$ cat src/inc/ffrr_pkg.sv
package ffrr_pkg;

	// ***********************************************************
	// Register map at the printed byte addresses.
	// ***********************************************************
	localparam logic [9:0] ADDR_DATA_PORT = 10'h3f5; // Data port.
	localparam logic [9:0] ADDR_DIR_RATE = 10'h3f7; // Input status on read, rate on write.

	// ***********************************************************
	// Compatibility layouts of the input and rate registers.
	// ***********************************************************
	localparam logic [1:0] MODE_LAYOUT1 = 2'h0; // Only bit 7 driven.
	localparam logic [1:0] MODE_LAYOUT2 = 2'h1; // Rate code and density shown.
	localparam logic [1:0] MODE_LAYOUT3 = 2'h2; // Gate and precomp shown.

	// ***********************************************************
	// Field positions and reset values.
	// ***********************************************************
	localparam int RATE_LSB = 0; // Rate code field base.
	localparam int PRECOMP_BIT = 2; // Precomp disable bit.
	localparam logic [1:0] RATE_RST = 2'h2; // 250 Kbps code.
	localparam logic DENS_RST = 1'b1; // Density select after reset.
	localparam logic [3:0] THR_RST = 4'h0; // Threshold after reset.

	// ***********************************************************
	// Storage sizes.
	// ***********************************************************
	localparam int FIFO_DEPTH = 16; // Bytes of buffering.
	localparam logic [4:0] FIFO_DEPTH_C = 5'h10; // Depth at count width.

	// Command phase, one-hot.
	typedef enum logic [2:0] {
		PH_CMD = 3'b001,
		PH_EXEC = 3'b010,
		PH_HALT = 3'b100
	} ffrr_phase_t;

	// Density select level for a rate code: high for 500 Kbps and 1 Mbps.
	function automatic logic dens_of(input logic [1:0] code);
		dens_of = (code == 2'h0) || (code == 2'h3);
	endfunction

endpackage

$ cat src/hdl/ffrr_byte_fifo.sv
`timescale 1ns/1ps
// Byte FIFO held in flip-flops; in single mode it holds one byte only.
module ffrr_byte_fifo (
	input wire logic i_clk,
	input wire logic i_arst_n,
	input wire logic i_single,
	input wire logic i_flush,
	input wire logic i_push,
	input wire logic [7:0] i_data,
	input wire logic i_pop,
	output logic [7:0] o_head,
	output logic [4:0] o_count,
	output logic o_full,
	output logic o_empty
);
	logic [7:0] mem_r [ffrr_pkg::FIFO_DEPTH]; // Storage.
	logic [3:0] wptr_r; // Write index.
	logic [3:0] rptr_r; // Read index.
	logic [4:0] cnt_r; // Bytes held.
	wire do_push = i_push && !o_full; // Pushes into a full FIFO are dropped.
	wire do_pop = i_pop && !o_empty; // Pops from an empty FIFO are dropped.

	assign o_head = mem_r[rptr_r];
	assign o_count = cnt_r;
	assign o_empty = (cnt_r == 5'h00);
	// Single mode keeps the old one-byte register behaviour.
	assign o_full = i_single ? !o_empty : (cnt_r == ffrr_pkg::FIFO_DEPTH_C);

	// Pointers and count; a flush wins over any transfer in that cycle.
	always_ff @(posedge i_clk or negedge i_arst_n) begin
		if (!i_arst_n) begin
			wptr_r <= 4'h0;
			rptr_r <= 4'h0;
			cnt_r <= 5'h00;
		end else if (i_flush) begin
			wptr_r <= 4'h0;
			rptr_r <= 4'h0;
			cnt_r <= 5'h00;
		end else begin
			wptr_r <= wptr_r + 4'(do_push);
			rptr_r <= rptr_r + 4'(do_pop);
			cnt_r <= cnt_r + 5'(do_push) - 5'(do_pop);
		end
	end

	// Data storage needs no reset; a byte is only read after it is written.
	always_ff @(posedge i_clk) begin
		if (do_push) begin
			mem_r[wptr_r] <= i_data;
		end
	end
endmodule

$ cat src/hdl/ffrr_dir_mux.sv
`timescale 1ns/1ps
// Builds the digital input status byte and its per-bit drive enables.
module ffrr_dir_mux (
	input wire logic [1:0] i_mode,
	input wire logic i_media_changed_n,
	input wire logic i_force_chg_en,
	input wire logic i_force_chg_val,
	input wire logic [1:0] i_rate_select_code,
	input wire logic i_precomp_disable,
	input wire logic i_transfer_gate_enable,
	output logic [7:0] o_data,
	output logic [7:0] o_oe
);
	// The forced value overrides the inverted cable level.
	wire media_changed = i_force_chg_en ? i_force_chg_val : !i_media_changed_n;
	wire low_rate_indicator = !ffrr_pkg::dens_of(i_rate_select_code);
	wire is_l1 = (i_mode == ffrr_pkg::MODE_LAYOUT1);
	wire is_l2 = (i_mode == ffrr_pkg::MODE_LAYOUT2);
	wire [7:0] l2_byte = {media_changed, 4'hf, i_rate_select_code, low_rate_indicator};
	wire [7:0] l3_byte = {media_changed, 3'h0, i_transfer_gate_enable,
		i_precomp_disable, i_rate_select_code};

	// Layout 1 drives only bit 7; the low bits float on the bus.
	assign o_oe = is_l1 ? 8'h80 : 8'hff;
	assign o_data = is_l1 ? {media_changed, 7'h00} : (is_l2 ? l2_byte : l3_byte);
endmodule

$ cat src/hdl/ffrr_top.sv
`timescale 1ns/1ps
// Notes on behaviour
// - All bytes pass the one data port.
// - Host transfers only when flags allow.
// - Any reset leaves FIFO disabled.
// - Configure enables FIFO and sets threshold.
// - Each command starts with buffering off.
// - Execution start flushes the FIFO.
// - Overrun or underrun terminates the command.
// - Write underrun still finishes current sector.
// - Layout one drives only bit seven.
// - Bit seven shows media change state.
// - Layout two bit zero low at high rates.
// - Layout two shows rate code, bits three-six one.
// - Rate survives soft reset, hard gives 250.
// - Layout three bit three mirrors gate.
// - Layout three bit two is precomp.
// - Rate register write loads rate code.
// - Precomp flag stored, inert, soft-reset safe.
// - Density select high after hard reset.
// - Latest rate write of either wins.
// - Ready flag high only when allowed.
// - Direction flag high means host reads.
module ffrr_top (
	input wire logic i_clk,
	input wire logic i_arst_n,
	input wire logic [9:0] i_addr,
	input wire logic [7:0] i_wdata,
	input wire logic i_wr,
	input wire logic i_rd,
	output logic [7:0] o_rdata,
	output logic [7:0] o_rdata_oe,
	input wire logic i_soft_reset,
	input wire logic [1:0] i_compat_mode,
	input wire logic i_cfg_load,
	input wire logic i_cfg_fifo_en,
	input wire logic [3:0] i_cfg_threshold,
	input wire logic i_cmd_start,
	input wire logic i_exec_start,
	input wire logic i_core_dir,
	input wire logic i_disk_write,
	input wire logic i_core_tx_valid,
	input wire logic [7:0] i_core_tx_data,
	output logic o_core_tx_ready,
	output logic o_core_rx_valid,
	output logic [7:0] o_core_rx_data,
	input wire logic i_core_rx_ready,
	input wire logic i_dsr_rate_wr,
	input wire logic [1:0] i_dsr_rate,
	input wire logic i_media_changed_n,
	input wire logic i_force_chg_en,
	input wire logic i_force_chg_val,
	input wire logic i_transfer_gate_enable,
	output logic o_host_transfer_ready,
	output logic o_transfer_direction,
	output logic o_service_req,
	output logic o_xfer_abort,
	output logic o_finish_sector,
	output logic [1:0] o_rate_select_code,
	output logic o_precomp_disable,
	output logic o_density_select_out
);

	// ***********************************************************
	// Address decode.
	// ***********************************************************

	// Data port strobes.
	wire dp_wr = i_wr && (i_addr == ffrr_pkg::ADDR_DATA_PORT);
	wire dp_rd = i_rd && (i_addr == ffrr_pkg::ADDR_DATA_PORT);
	// Rate register write and status register read share one address.
	wire rate_wr = i_wr && (i_addr == ffrr_pkg::ADDR_DIR_RATE);
	wire dir_rd = i_rd && (i_addr == ffrr_pkg::ADDR_DIR_RATE);
	wire is_l3 = (i_compat_mode == ffrr_pkg::MODE_LAYOUT3);

	// ***********************************************************
	// Configuration and command phase.
	// ***********************************************************

	logic fifo_en_r; // FIFO enabled by configure.
	logic fifo_en_nxt;
	logic [3:0] thr_r; // Service threshold in bytes.
	logic [3:0] thr_nxt;
	ffrr_pkg::ffrr_phase_t phase_r; // Where the command stands.
	ffrr_pkg::ffrr_phase_t phase_nxt;

	// Soft reset also counts as a reset and forces the compatible mode.
	assign fifo_en_nxt = i_soft_reset ? 1'b0 :
		(i_cfg_load ? i_cfg_fifo_en : fifo_en_r);
	assign thr_nxt = i_soft_reset ? ffrr_pkg::THR_RST :
		(i_cfg_load ? i_cfg_threshold : thr_r);

	// Buffering is live only in the execution phase of a command.
	wire in_exec = (phase_r == ffrr_pkg::PH_EXEC);
	wire halted = (phase_r == ffrr_pkg::PH_HALT);
	wire fifo_active = fifo_en_r && in_exec;

	// ***********************************************************
	// Data port FIFO and its handshakes.
	// ***********************************************************

	wire [7:0] head; // Oldest byte.
	wire [4:0] count; // Bytes held.
	wire full; // No room for another byte.
	wire empty; // Nothing held.
	wire xfer_err; // Overrun or underrun this cycle.
	wire flush; // Drop everything held.

	// The ready flag follows fill level in the indicated direction.
	assign o_host_transfer_ready = !halted && (i_core_dir ? !empty : !full);
	assign o_transfer_direction = i_core_dir;

	// Host accesses that the flags do not allow are ignored.
	wire host_push = dp_wr && o_host_transfer_ready && !i_core_dir;
	wire host_pop = dp_rd && o_host_transfer_ready && i_core_dir;

	// Core side: it fills toward the host when the direction is read.
	assign o_core_tx_ready = i_core_dir && !full && !halted;
	assign o_core_rx_valid = !i_core_dir && !empty && !halted;
	assign o_core_rx_data = head;
	wire core_push = i_core_tx_valid && o_core_tx_ready;
	wire core_pop = i_core_rx_ready && o_core_rx_valid;

	// Only one side pushes for a given direction, so a plain mux is safe.
	wire fifo_push = host_push || core_push;
	wire fifo_pop = host_pop || core_pop;
	wire [7:0] fifo_din = i_core_dir ? i_core_tx_data : i_wdata;

	// Overrun: disk byte arrives with no room. Underrun: disk needs a byte.
	wire overrun = in_exec && i_core_dir && i_core_tx_valid && full;
	wire underrun = in_exec && !i_core_dir && i_core_rx_ready && empty;
	assign xfer_err = overrun || underrun;

	// Stale bytes must never cross into a new execution phase.
	assign flush = i_exec_start || xfer_err || i_soft_reset;

	ffrr_byte_fifo u_fifo (
		.i_clk(i_clk),
		.i_arst_n(i_arst_n),
		.i_single(!fifo_active),
		.i_flush(flush),
		.i_push(fifo_push),
		.i_data(fifo_din),
		.i_pop(fifo_pop),
		.o_head(head),
		.o_count(count),
		.o_full(full),
		.o_empty(empty)
	);

	// Threshold request gives the host the margin it must meet.
	wire [4:0] room = ffrr_pkg::FIFO_DEPTH_C - count;
	wire [4:0] thr_w = {1'b0, thr_r};
	assign o_service_req = fifo_active && (i_core_dir ? (count > thr_w) : (room > thr_w));

	// Phase changes: soft reset or command start first, then error, then execution start.
	always_comb begin
		phase_nxt = phase_r;
		if (i_soft_reset || i_cmd_start) begin
			phase_nxt = ffrr_pkg::PH_CMD;
		end else if (xfer_err) begin
			phase_nxt = ffrr_pkg::PH_HALT;
		end else if (i_exec_start) begin
			phase_nxt = ffrr_pkg::PH_EXEC;
		end else begin
			case (phase_r)
				ffrr_pkg::PH_CMD,
				ffrr_pkg::PH_EXEC,
				ffrr_pkg::PH_HALT: phase_nxt = phase_r;
				default: phase_nxt = ffrr_pkg::PH_CMD;
			endcase
		end
	end

	// Command state registers.
	always_ff @(posedge i_clk or negedge i_arst_n) begin
		if (!i_arst_n) begin
			fifo_en_r <= 1'b0;
			thr_r <= ffrr_pkg::THR_RST;
			phase_r <= ffrr_pkg::PH_CMD;
		end else begin
			fifo_en_r <= fifo_en_nxt;
			thr_r <= thr_nxt;
			phase_r <= phase_nxt;
		end
	end

	// ***********************************************************
	// Termination reporting.
	// ***********************************************************

	logic abort_r; // One-cycle terminate pulse to the core.
	logic fin_r; // Core must finish the sector before ending.
	logic fin_nxt;

	// The sector-finish demand lasts until the next command or reset.
	assign fin_nxt = (underrun && i_disk_write) ? 1'b1 :
		((i_cmd_start || i_soft_reset) ? 1'b0 : fin_r);

	always_ff @(posedge i_clk or negedge i_arst_n) begin
		if (!i_arst_n) begin
			abort_r <= 1'b0;
			fin_r <= 1'b0;
		end else begin
			abort_r <= xfer_err;
			fin_r <= fin_nxt;
		end
	end
	assign o_xfer_abort = abort_r;
	assign o_finish_sector = fin_r;

	// ***********************************************************
	// Rate, precompensation and density select.
	// ***********************************************************

	logic [1:0] rate_r; // Effective rate code.
	logic [1:0] rate_nxt;
	logic prec_r; // Stored precomp disable flag.
	logic prec_nxt;
	logic dens_r; // Density select pin level.
	logic dens_nxt;

	// The most recent write wins; the rate register wins a same-cycle tie.
	assign rate_nxt = rate_wr ? i_wdata[ffrr_pkg::RATE_LSB +: 2] :
		(i_dsr_rate_wr ? i_dsr_rate : rate_r);
	// Only layout three stores the flag; soft reset leaves it alone.
	assign prec_nxt = (rate_wr && is_l3) ? i_wdata[ffrr_pkg::PRECOMP_BIT] : prec_r;
	// Density follows rate writes only, so resets of the core leave it.
	assign dens_nxt = (rate_wr || i_dsr_rate_wr) ? ffrr_pkg::dens_of(rate_nxt) : dens_r;

	// Soft reset is deliberately absent here: these values must survive it.
	always_ff @(posedge i_clk or negedge i_arst_n) begin
		if (!i_arst_n) begin
			rate_r <= ffrr_pkg::RATE_RST;
			prec_r <= 1'b0;
			dens_r <= ffrr_pkg::DENS_RST;
		end else begin
			rate_r <= rate_nxt;
			prec_r <= prec_nxt;
			dens_r <= dens_nxt;
		end
	end
	assign o_rate_select_code = rate_r;
	assign o_precomp_disable = prec_r;
	assign o_density_select_out = dens_r;

	// ***********************************************************
	// Read path.
	// ***********************************************************

	wire [7:0] dir_data; // Status byte for the chosen layout.
	wire [7:0] dir_oe; // Its drive enables.

	ffrr_dir_mux u_dir (
		.i_mode(i_compat_mode),
		.i_media_changed_n(i_media_changed_n),
		.i_force_chg_en(i_force_chg_en),
		.i_force_chg_val(i_force_chg_val),
		.i_rate_select_code(rate_r),
		.i_precomp_disable(prec_r),
		.i_transfer_gate_enable(i_transfer_gate_enable),
		.o_data(dir_data),
		.o_oe(dir_oe)
	);

	// A data port read when not allowed returns zero and removes nothing.
	wire [7:0] rd_val = dir_rd ? dir_data : (host_pop ? head : 8'h00);
	wire [7:0] rd_oe = dir_rd ? dir_oe : 8'hff;

	logic [7:0] rdata_r; // Read data, valid one cycle after the strobe.
	logic [7:0] rdoe_r; // Drive enables for that cycle.

	// Data stand only in the cycle after the strobe, then the bus is released.
	always_ff @(posedge i_clk or negedge i_arst_n) begin
		if (!i_arst_n) begin
			rdata_r <= 8'h00;
			rdoe_r <= 8'h00;
		end else begin
			rdata_r <= i_rd ? rd_val : 8'h00;
			rdoe_r <= i_rd ? rd_oe : 8'h00;
		end
	end
	assign o_rdata = rdata_r;
	assign o_rdata_oe = rdoe_r;
endmodule

$ cat config.mk
export PLATFORM = sky130hd
export DESIGN_NAME = ffrr_top
export DESIGN_NICKNAME = d
export VERILOG_FILES = /design/src/inc/ffrr_pkg.sv /design/src/hdl/ffrr_byte_fifo.sv /design/src/hdl/ffrr_dir_mux.sv /design/src/hdl/ffrr_top.sv
export SDC_FILE = /design/constraint.sdc
export NUM_CORES = 1
export LEC_CHECK = 0
export BUFFER_PORTS_ARGS = -buffer_cell sky130_fd_sc_hd__buf_2
export CELL_PAD_IN_SITES_DETAIL_PLACEMENT = 1
export CELL_PAD_IN_SITES_GLOBAL_PLACEMENT = 2
export CORE_MARGIN = 1.5
export CORE_UTILIZATION = 42
export DETAILED_ROUTE_END_ITERATION = 10
export HOLD_SLACK_MARGIN = 0.15
export PLACE_DENSITY = 0.9
export SLEW_MARGIN = 40
export SYNTH_ARGS = -nofsm -noshare
export SYNTH_HDL_FRONTEND = slang
export SYNTH_SLANG_ARGS = --single-unit
$ cat constraint.sdc
create_clock -name i_clk -period 3.38 [get_ports i_clk]
set_input_delay 0.676 -clock i_clk [delete_from_list [all_inputs] [get_ports i_clk]]
set_output_delay 0.676 -clock i_clk [all_outputs]
set_load 0.02 [all_outputs]
==> metrics.txt, run 1 <==
sequential-to-total area share from yosys stat 0.647; Fin. Hold Viols 0; switch share 0.265; largest family of logic cells by synthesized area multiplexers; Via Count 4343; 1st-iter DRT viols 259; clk sinks 165; total gr overflow 0; fmax 320 MHz; clock root buffer clkbuf_16; skew final 0.00818 ns; Die Wd 136 microns; clock-pin slew on the worst setup and hold paths 0.06 ns; Final Instance Count excl. Fillers 794; HPWL after DPL 12.4 mm; aggregate global-route resource usage 0.200; Via density 5.47; maxcap violations 0; first-pass GRT wire length 26.9 mm; Synth Area in Compound Gates 0.0349; CTS tree done; Cell Area, Synth 0.00738 sq mm; H-tree levels 4; core footprint 0.0172 sq mm; pwr/cell area 564 mW/mm^2; Avg WL per Cell 21.7 microns; Worst Tran Pin Value 0.828 ns; DR pass1 iterations 4; CP max stage cell dfrtp_1; Die Ht 136 microns; Synth Area in XOR/XNOR 0.0142; post-synthesis simple-gate area fraction 0.0819; hold_ws 0.206 ns; sequential share of power 0.467; synthesis-to-finish area growth 17.6%; crit-path max FO 5; Starting Density 0.428; YS warnings 0; RSZ-0062 raised after global routing false; Final Max Tran Viols 0; P_sw 1.30 mW; Syn Area/Cell 16.2 sq um; number of global-route vias before repair 4800; part of the power in the clock network 0.375; status complete, no violations; clock latency on the worst-skew pair 0.43 ns; post-CTS sizing 0; Final Cycle Share 0.926; Placement Cell Area 0.00812 sq mm; Placed Cells 762; post-synth cell types 51; Max-slew headroom 0.448; maximum VDD drop 336 uV; syn nets 528; # DRC 0; R2R Setup Slk 0.25 ns; #FFs+latches synth 165; largest net degree at the start of global routing 38; Hold Path Class input pin to async pin; initial antenna violation count 0; final instance area 0.00868 sq mm; Critical Path, Cell by Cell inv_1 -> ha_1 -> and2_1 -> ha_1 -> nor3_1 -> ha_1 -> inv_1 -> ha_1 -> inv_1 -> fa_1 -> nor2_1 -> nor2_1 -> nor2_1 -> or3_1 -> a21oi_2; Final Setup Violations 0; number of fill cells 1688; port bufs 86; CP endpoint kind flop; layout cells sized above 1 0.350; most frequent CP cell ha_1; crit path DAT 3.42 ns; TNS Setup 0 ns; crit start category flop; post-cts hold buffer count 0; maximum clock insertion buffer count 2; Final min period 3.13 ns; Die Footprint 0.0184 sq mm; mux cell area share after synthesis 0.157; Leak 3.16 nW; Diodes inserted 0; worst setup path class flop to flop; routed wire length 17.2 mm; Rows 48; TritonCTS Buffers 17; Post-Synthesis Cells 455; postcts setup bufs 0; NumNets Final 629; Ports 87; Logic pwr share 0.158; Int Pwr 3.60 mW; ANT nets after route 0; post-synthesis adder-cell area fraction 0.0366; CP max stage delay 0.45 ns; CP Data Required Time 3.67 ns; placer congestion estimate 0.806
==> registers in the layout (all words and copies together), names as in the netlist <==
name and cells:
fifo_en_r 1, u_fifo.mem_r 128, o_rdata 8, o_precomp_disable 1
o_xfer_abort 1, u_fifo.rptr_r 4, phase_r 3, u_fifo.wptr_r 4
o_density_select_out 1, o_rdata_oe 2, o_rate_select_code 2, u_fifo.o_count 5
thr_r 4, o_finish_sector 1
==> worst paths after layout <==
kind | from | endpoint | cells past startpoint
hold / removal | i_arst_n | u_fifo.o_count[3]$_DFF_PN0_ | 1
max in group asynchronous | i_arst_n | phase_r[0]$_DFFE_PN1P_ | 1
setup / recovery | u_fifo.o_count[1]$_DFF_PN0_ | u_fifo.o_count[4]$_DFF_PN0_ | 15
min in group i_clk | i_rd | o_rdata_oe[7]$_DFF_PN0_ | 1
hold reg to reg | o_finish_sector$_DFFE_PN0P_ | o_finish_sector$_DFFE_PN0P_ | 2
setup reg to reg | u_fifo.o_count[1]$_DFF_PN0_ | u_fifo.o_count[4]$_DFF_PN0_ | 15
==> metal layers <==
| layer | part of all wire | GRT usage |
|---|---|---|
| met1 | 0.39 | 0.244 |
| met2 | 0.52 | 0.347 |
| met3 | 0.070 | 0.0486 |
| met4 | 0.019 | 0.0729 |
| met5 | 0 | 0 |
==> cell families (layout without fill, tap and decap cells) <==
logic type | count (synthesis) | after routing
AO/OA/AOI/OAI | 36 | 36
XOR/XNOR | 12 | 12
adder cells (fa/ha/maj) | 21 | 21
buffers and inverters | 41 | 155
flip-flops | 165 | 165
multiplexers | 73 | 73
AND/OR/NAND/NOR | 107 | 107
==> synthesized netlist by cell type, drive strengths merged <==
| library cell | n | area [sq um] |
|---|---|---|
| edfxtp | 128 | 3840 |
| dfrtp | 34 | 851 |
| mux4 | 32 | 721 |
| mux2i | 31 | 323 |
| nor2 | 29 | 131 |
| ha | 20 | 250 |
| buf | 19 | 128 |
| inv | 14 | 52.6 |
| nand2 | 14 | 52.6 |
| nor3 | 14 | 75.1 |
| mux2 | 10 | 113 |
| xnor2 | 9 | 78.8 |
| and2 | 8 | 51.3 |
| clkbuf | 8 | 30.0 |
| o21ai | 8 | 43.8 |
| o221ai | 8 | 70.1 |
| a21oi | 7 | 38.8 |
| nand2b | 7 | 43.8 |
| nand3 | 7 | 40.0 |
| nor2b | 6 | 37.5 |
| nor4 | 6 | 37.5 |
| a22o | 4 | 35.0 |
| nor3b | 4 | 30.0 |
| dfstp | 3 | 78.8 |
| nand4 | 3 | 18.8 |
| o21a | 3 | 22.5 |
| xor2 | 3 | 26.3 |
| a211oi | 2 | 15.0 |
| and3 | 2 | 13.8 |
| nand3b | 2 | 15.0 |
| or3 | 2 | 12.5 |
| a21o | 1 | 7.51 |
| a311oi | 1 | 8.76 |
| fa | 1 | 20.0 |
| nand4bb | 1 | 27.5 |
| nor4bb | 1 | 10.0 |
| o21bai | 1 | 7.51 |
| o31a | 1 | 8.76 |
| or4 | 1 | 7.51 |
==> critical path, delay by kind of cell (launching register included) <==
family          cells  cell delay (ns)
buf+inv             3             0.25
flops               1             0.45
simple gates        6             0.91
fa+ha+maj           5             1.32
compound gates      1             0.05
==> final cells by class <==
cell class / count / area, sq um / area share
sequential: 165 / 4770 / 0.550
clock inverter: 12 / 121 / 0.0140
inverter: 14 / 52.6 / 0.00606
clock buffer: 20 / 437 / 0.0503
timing repair buffer: 109 / 618 / 0.0712
multi-input combinational: 249 / 2390 / 0.276
tap: 225 / 282 / 0.0324
==> power by group through the flow <==
stage | sequential, mW | combinational (mW) | clock (mW)
2_1_floorplan | 2.33 | 0.523 | 0
3_3_place_gp | 2.33 | 0.734 | 0
3_5_place_dp | 2.33 | 0.778 | 0
4_1_cts | 2.29 | 0.784 | 1.87
5_1_grt | 2.29 | 0.853 | 1.93
6_report | 2.29 | 0.772 | 1.84
==> metrics by stage <==
stage               worst slack, ns  total power, mW   util
floorplan                     0.449             2.85      -
CTS                           0.214             4.94  0.503
detailed placement         -0.00602             3.11  0.471
global route                 0.0308             5.08  0.503
global placement              0.110             3.06  0.471
finish                        0.251             4.90  0.503
==> placed cells by master, fill, tap and decap left out, types with 7 or more instances in the layout <==
master and instances:
and2_1 7, buf_2 85, buf_4 23, clkbuf_16 17, dfrtp_1 33, edfxtp_1 128
ha_1 20, inv_1 14, mux2_2 10, mux2i_1 30, mux4_2 32, nand2_1 14
nand2b_1 7, nor2_1 22, nor3_1 13, o21ai_0 7, o221ai_1 8, xnor2_1 9
Power figures use the tool's default switching activity.
==> run 2: changes to the inputs <==
Settings changed: ABC_AREA set to 1, CORE_MARGIN 1.5 to unset, CORE_UTILIZATION 42 to 38, CTS_BUF_LIST set to sky130_fd_sc_hd__clkbuf_8, PLACE_DENSITY 0.9 to 0.92.
==> run 2 against run 1 <==
Against the previous run: first-iteration DRC count shrank 13%; global-route usage grew 0.18 points; combinational power grew 37%; die area grew 16%.
==> metrics.txt, run 2 <==
core footprint 0.0202 sq mm (+17%); commonest non-fill, non-tap cells in the layout nand2_1 (199), edfxtp_1 (128), inv_1 (126); mux cell area share after synthesis 0 (-0.157); Cell Area, Synth 0.00787 sq mm (+6.6%); Max-slew headroom 0.502 (+0.0538); crit start category flop; YS warnings 0 (unchanged); clk sinks 165 (unchanged); number of global-route vias before repair 6119 (+27%); Rows 52 (+8.3%); clock latency on the worst-skew pair 0.47 ns (+0.04 ns); post-synthesis simple-gate area fraction 0.196 (+0.114); routed wire length 20.3 mm (+18%); Placement Cell Area 0.00866 sq mm (+6.6%); layout cells sized above 1 0.188 (-0.161); Post-synth EDFFs 128 (unchanged); Via density 4.89 (-11%); Avg WL per Cell 16.9 microns (-22%); sequential-to-total area share from yosys stat 0.607 (-0.0403); Worst Tran Pin Value 0.747 ns (-0.0807 ns); most frequent CP cell ha_4; H-tree levels 4 (unchanged); Post-Synthesis Cells 820 (+80%); worst setup path class flop to output pin; maximum clock insertion buffer count 2 (unchanged); top cells by area, synth edfxtp_1 (49%), dfrtp_1 (11%), nand2_1 (9.5%); Syn Area/Cell 9.59 sq um (-41%); Starting Density 0.389 (-0.0392); pwr/cell area 535 mW/mm^2 (-5.2%); Fin. Hold Viols 0 (unchanged); port bufs 86 (unchanged); Largest register FFs 128 (unchanged); DR pass1 iterations 4 (unchanged); HPWL after DPL 14.2 mm (+14%); largest family of logic cells by synthesized area simple AND/OR/NAND/NOR gates; most common cell after layout, fill and taps aside nand2_1; top-count cell post-synth nand2_1; Final Max Tran Viols 0 (unchanged); NumNets Final 994 (+58%); CTS tree done; top cell type's share of synthesized area 0.489 (-0.0325); first-pass GRT wire length 32.7 mm (+22%); Leak 4.09 nW (+29%); Diodes inserted 0 (unchanged); final instance area 0.00918 sq mm (+5.7%); maxcap violations 0 (unchanged); fmax 308 MHz (-3.5%); top post-synthesis cells by count nand2_1 (200), edfxtp_1 (128), inv_1 (128); Synth Area in XOR/XNOR 0.0122 (-0.00200); Place WS 0.0793 ns (+0.0854 ns); ys flop type edfxtp_1; post-synth cell types 36 (-29%); TritonCTS Buffers 17 (unchanged); maximum VDD drop 313 uV (-7.0%); 1st-iter DRT viols 225 (-13%); FFs w/ async S/R, synth 0.224 (unchanged); crit path DAT 2.57 ns (-0.85 ns); initial antenna violation count 0 (unchanged); Synth Area in Compound Gates 0.0641 (+0.0292); post-synthesis adder-cell area fraction 0.0344 (-0.00228); synthesis-to-finish area growth 16.6%; Worst Slack Setup Final 0.138 ns (-0.113 ns); Final Cycle Share 0.959 (+0.0334); Critical Path, Cell by Cell inv_2 -> ha_4 -> nand2_2 -> xor2_2 -> inv_1 -> ha_4 -> nand2_1 -> o21bai_2 -> a21oi_2 -> o21bai_1 -> a21oi_1 -> buf_4; CP Data Required Time 2.70 ns (-0.97 ns); #FFs+latches synth 165 (unchanged); skew final 0.0195 ns (+0.0114 ns); Die Footprint 0.0213 sq mm (+16%); Via Count 5886 (+36%); Largest Register u_fifo.mem_r; CP max stage delay 0.43 ns (-0.02 ns); status complete, no violations; hold_ws 0.383 ns (+0.177 ns); cell taking the most area after synthesis edfxtp_1; largest net degree at the start of global routing 72 (+89%); total gr overflow 0 (unchanged); CP max stage cell dfrtp_1; Hold Path Class input pin to flop; Die Ht 146 microns (+7.6%); crit-path max FO 4 (-1); CP endpoint kind output pin; clock root buffer clkbuf_8; aggregate global-route resource usage 0.202 (+0.00178); Ports 87 (unchanged); Die Wd 146 microns (+7.6%); # DRC 0 (unchanged); number of fill cells 2368 (+40%); ANT nets after route 0 (unchanged); clock-pin slew on the worst setup and hold paths 0.10 ns (+0.04 ns); syn nets 893 (+69%); Final Setup Violations 0 (unchanged); Final min period 3.24 ns (+0.113 ns); placer congestion estimate 0.789 (-2.1%)
[run 2: changes by cell type in the layout (fill, tap and decap cells not counted), sizes merged, moves of 13 or more]
cell,previous run,this run
a21oi,7,25
inv,19,138
mux2i,31,0
mux4,32,0
nand2,14,203
nand3,7,83
nor2,29,76
o211ai,0,13
o21ai,8,40
[run 2: power by group]
group	total, mW	internal [mW]	switching (mW)
sequential	2.29	2.26	0.0329
clock	1.55	0.772	0.780
combinational	1.06	0.378	0.684
total	4.91	3.41	1.50
[run 2: cell type report]
class | instances | area [sq um] | share of cell area
Timing Repair Buffer | 115 | 668 | 0.0728
Sequential cell | 165 | 4780 | 0.521
Multi-Input combinational cell | 490 | 2460 | 0.269
Tap cell | 270 | 338 | 0.0368
Inverter | 132 | 495 | 0.0540
Clock buffer | 18 | 248 | 0.0270
Clock inverter | 14 | 186 | 0.0203
[run 2: kinds of logic after synthesis]
family / count (synthesis)
compound gates: 85
xor+xnor: 11
fa+ha+maj: 21
buf+inv: 165
flops: 165
simple gates: 373
[run 2: final timing paths]
kind,startpoint,end,slack (ns),cells after the start
max,u_fifo.o_count[2]$_DFF_PN0_,o_service_req,0.14,12
min,i_rd,o_rdata_oe[7]$_DFF_PN0_,0.38,1
max reg2reg,u_fifo.o_count[1]$_DFF_PN0_,u_fifo.o_count[4]$_DFF_PN0_,0.26,19
min reg2reg,o_density_select_out$_DFFE_PN1P_,o_density_select_out$_DFFE_PN1P_,0.49,2
max in group asynchronous,i_arst_n,u_fifo.rptr_r[0]$_DFF_PN0_,2.26,2
min in group asynchronous,i_arst_n,phase_r[1]$_DFFE_PN0P_,0.70,2
[run 2: routing by layer]
| layer | up-vias | share of wire | track usage |
|---|---|---|---|
| li1 | 2867 | - | - |
| met1 | 2902 | 0.44 | 0.250 |
| met2 | 92 | 0.52 | 0.352 |
| met3 | 25 | 0.028 | 0.0376 |
| met4 | 0 | 0.017 | 0.0716 |
| met5 | - | 0 | 0 |
[run 2: timing repair]
action,4_1_cts,5_1_grt
gates resized for setup,1,13
endpoints found under the setup margin,1,2
setup buffers,0,3
endpoints found under the hold margin,5,0
hold buffers,1,0
pin swaps,0,3
[run 2: metrics by stage]
stage          total power [mW]  TNS (ns)  utilization  instances
2_1_floorplan              3.01         0            -        820
3_5_place_dp               3.34         0        0.428       1168
4_1_cts                    4.90         0        0.450       1201
5_1_grt                    5.15   -0.0168        0.453       1204
6_report                   4.91         0        0.453       1204
3_3_place_gp               3.31         0        0.428       1168
[run 2: critical path, delay by kind of cell (launching register included)]
kind | cells | cell delay, ns
XOR/XNOR | 1 | 0.15
flip-flops | 1 | 0.43
adder cells (fa/ha/maj) | 2 | 0.42
AND/OR/NAND/NOR | 2 | 0.14
buffers and inverters | 3 | 0.34
AO/OA/AOI/OAI | 4 | 0.60
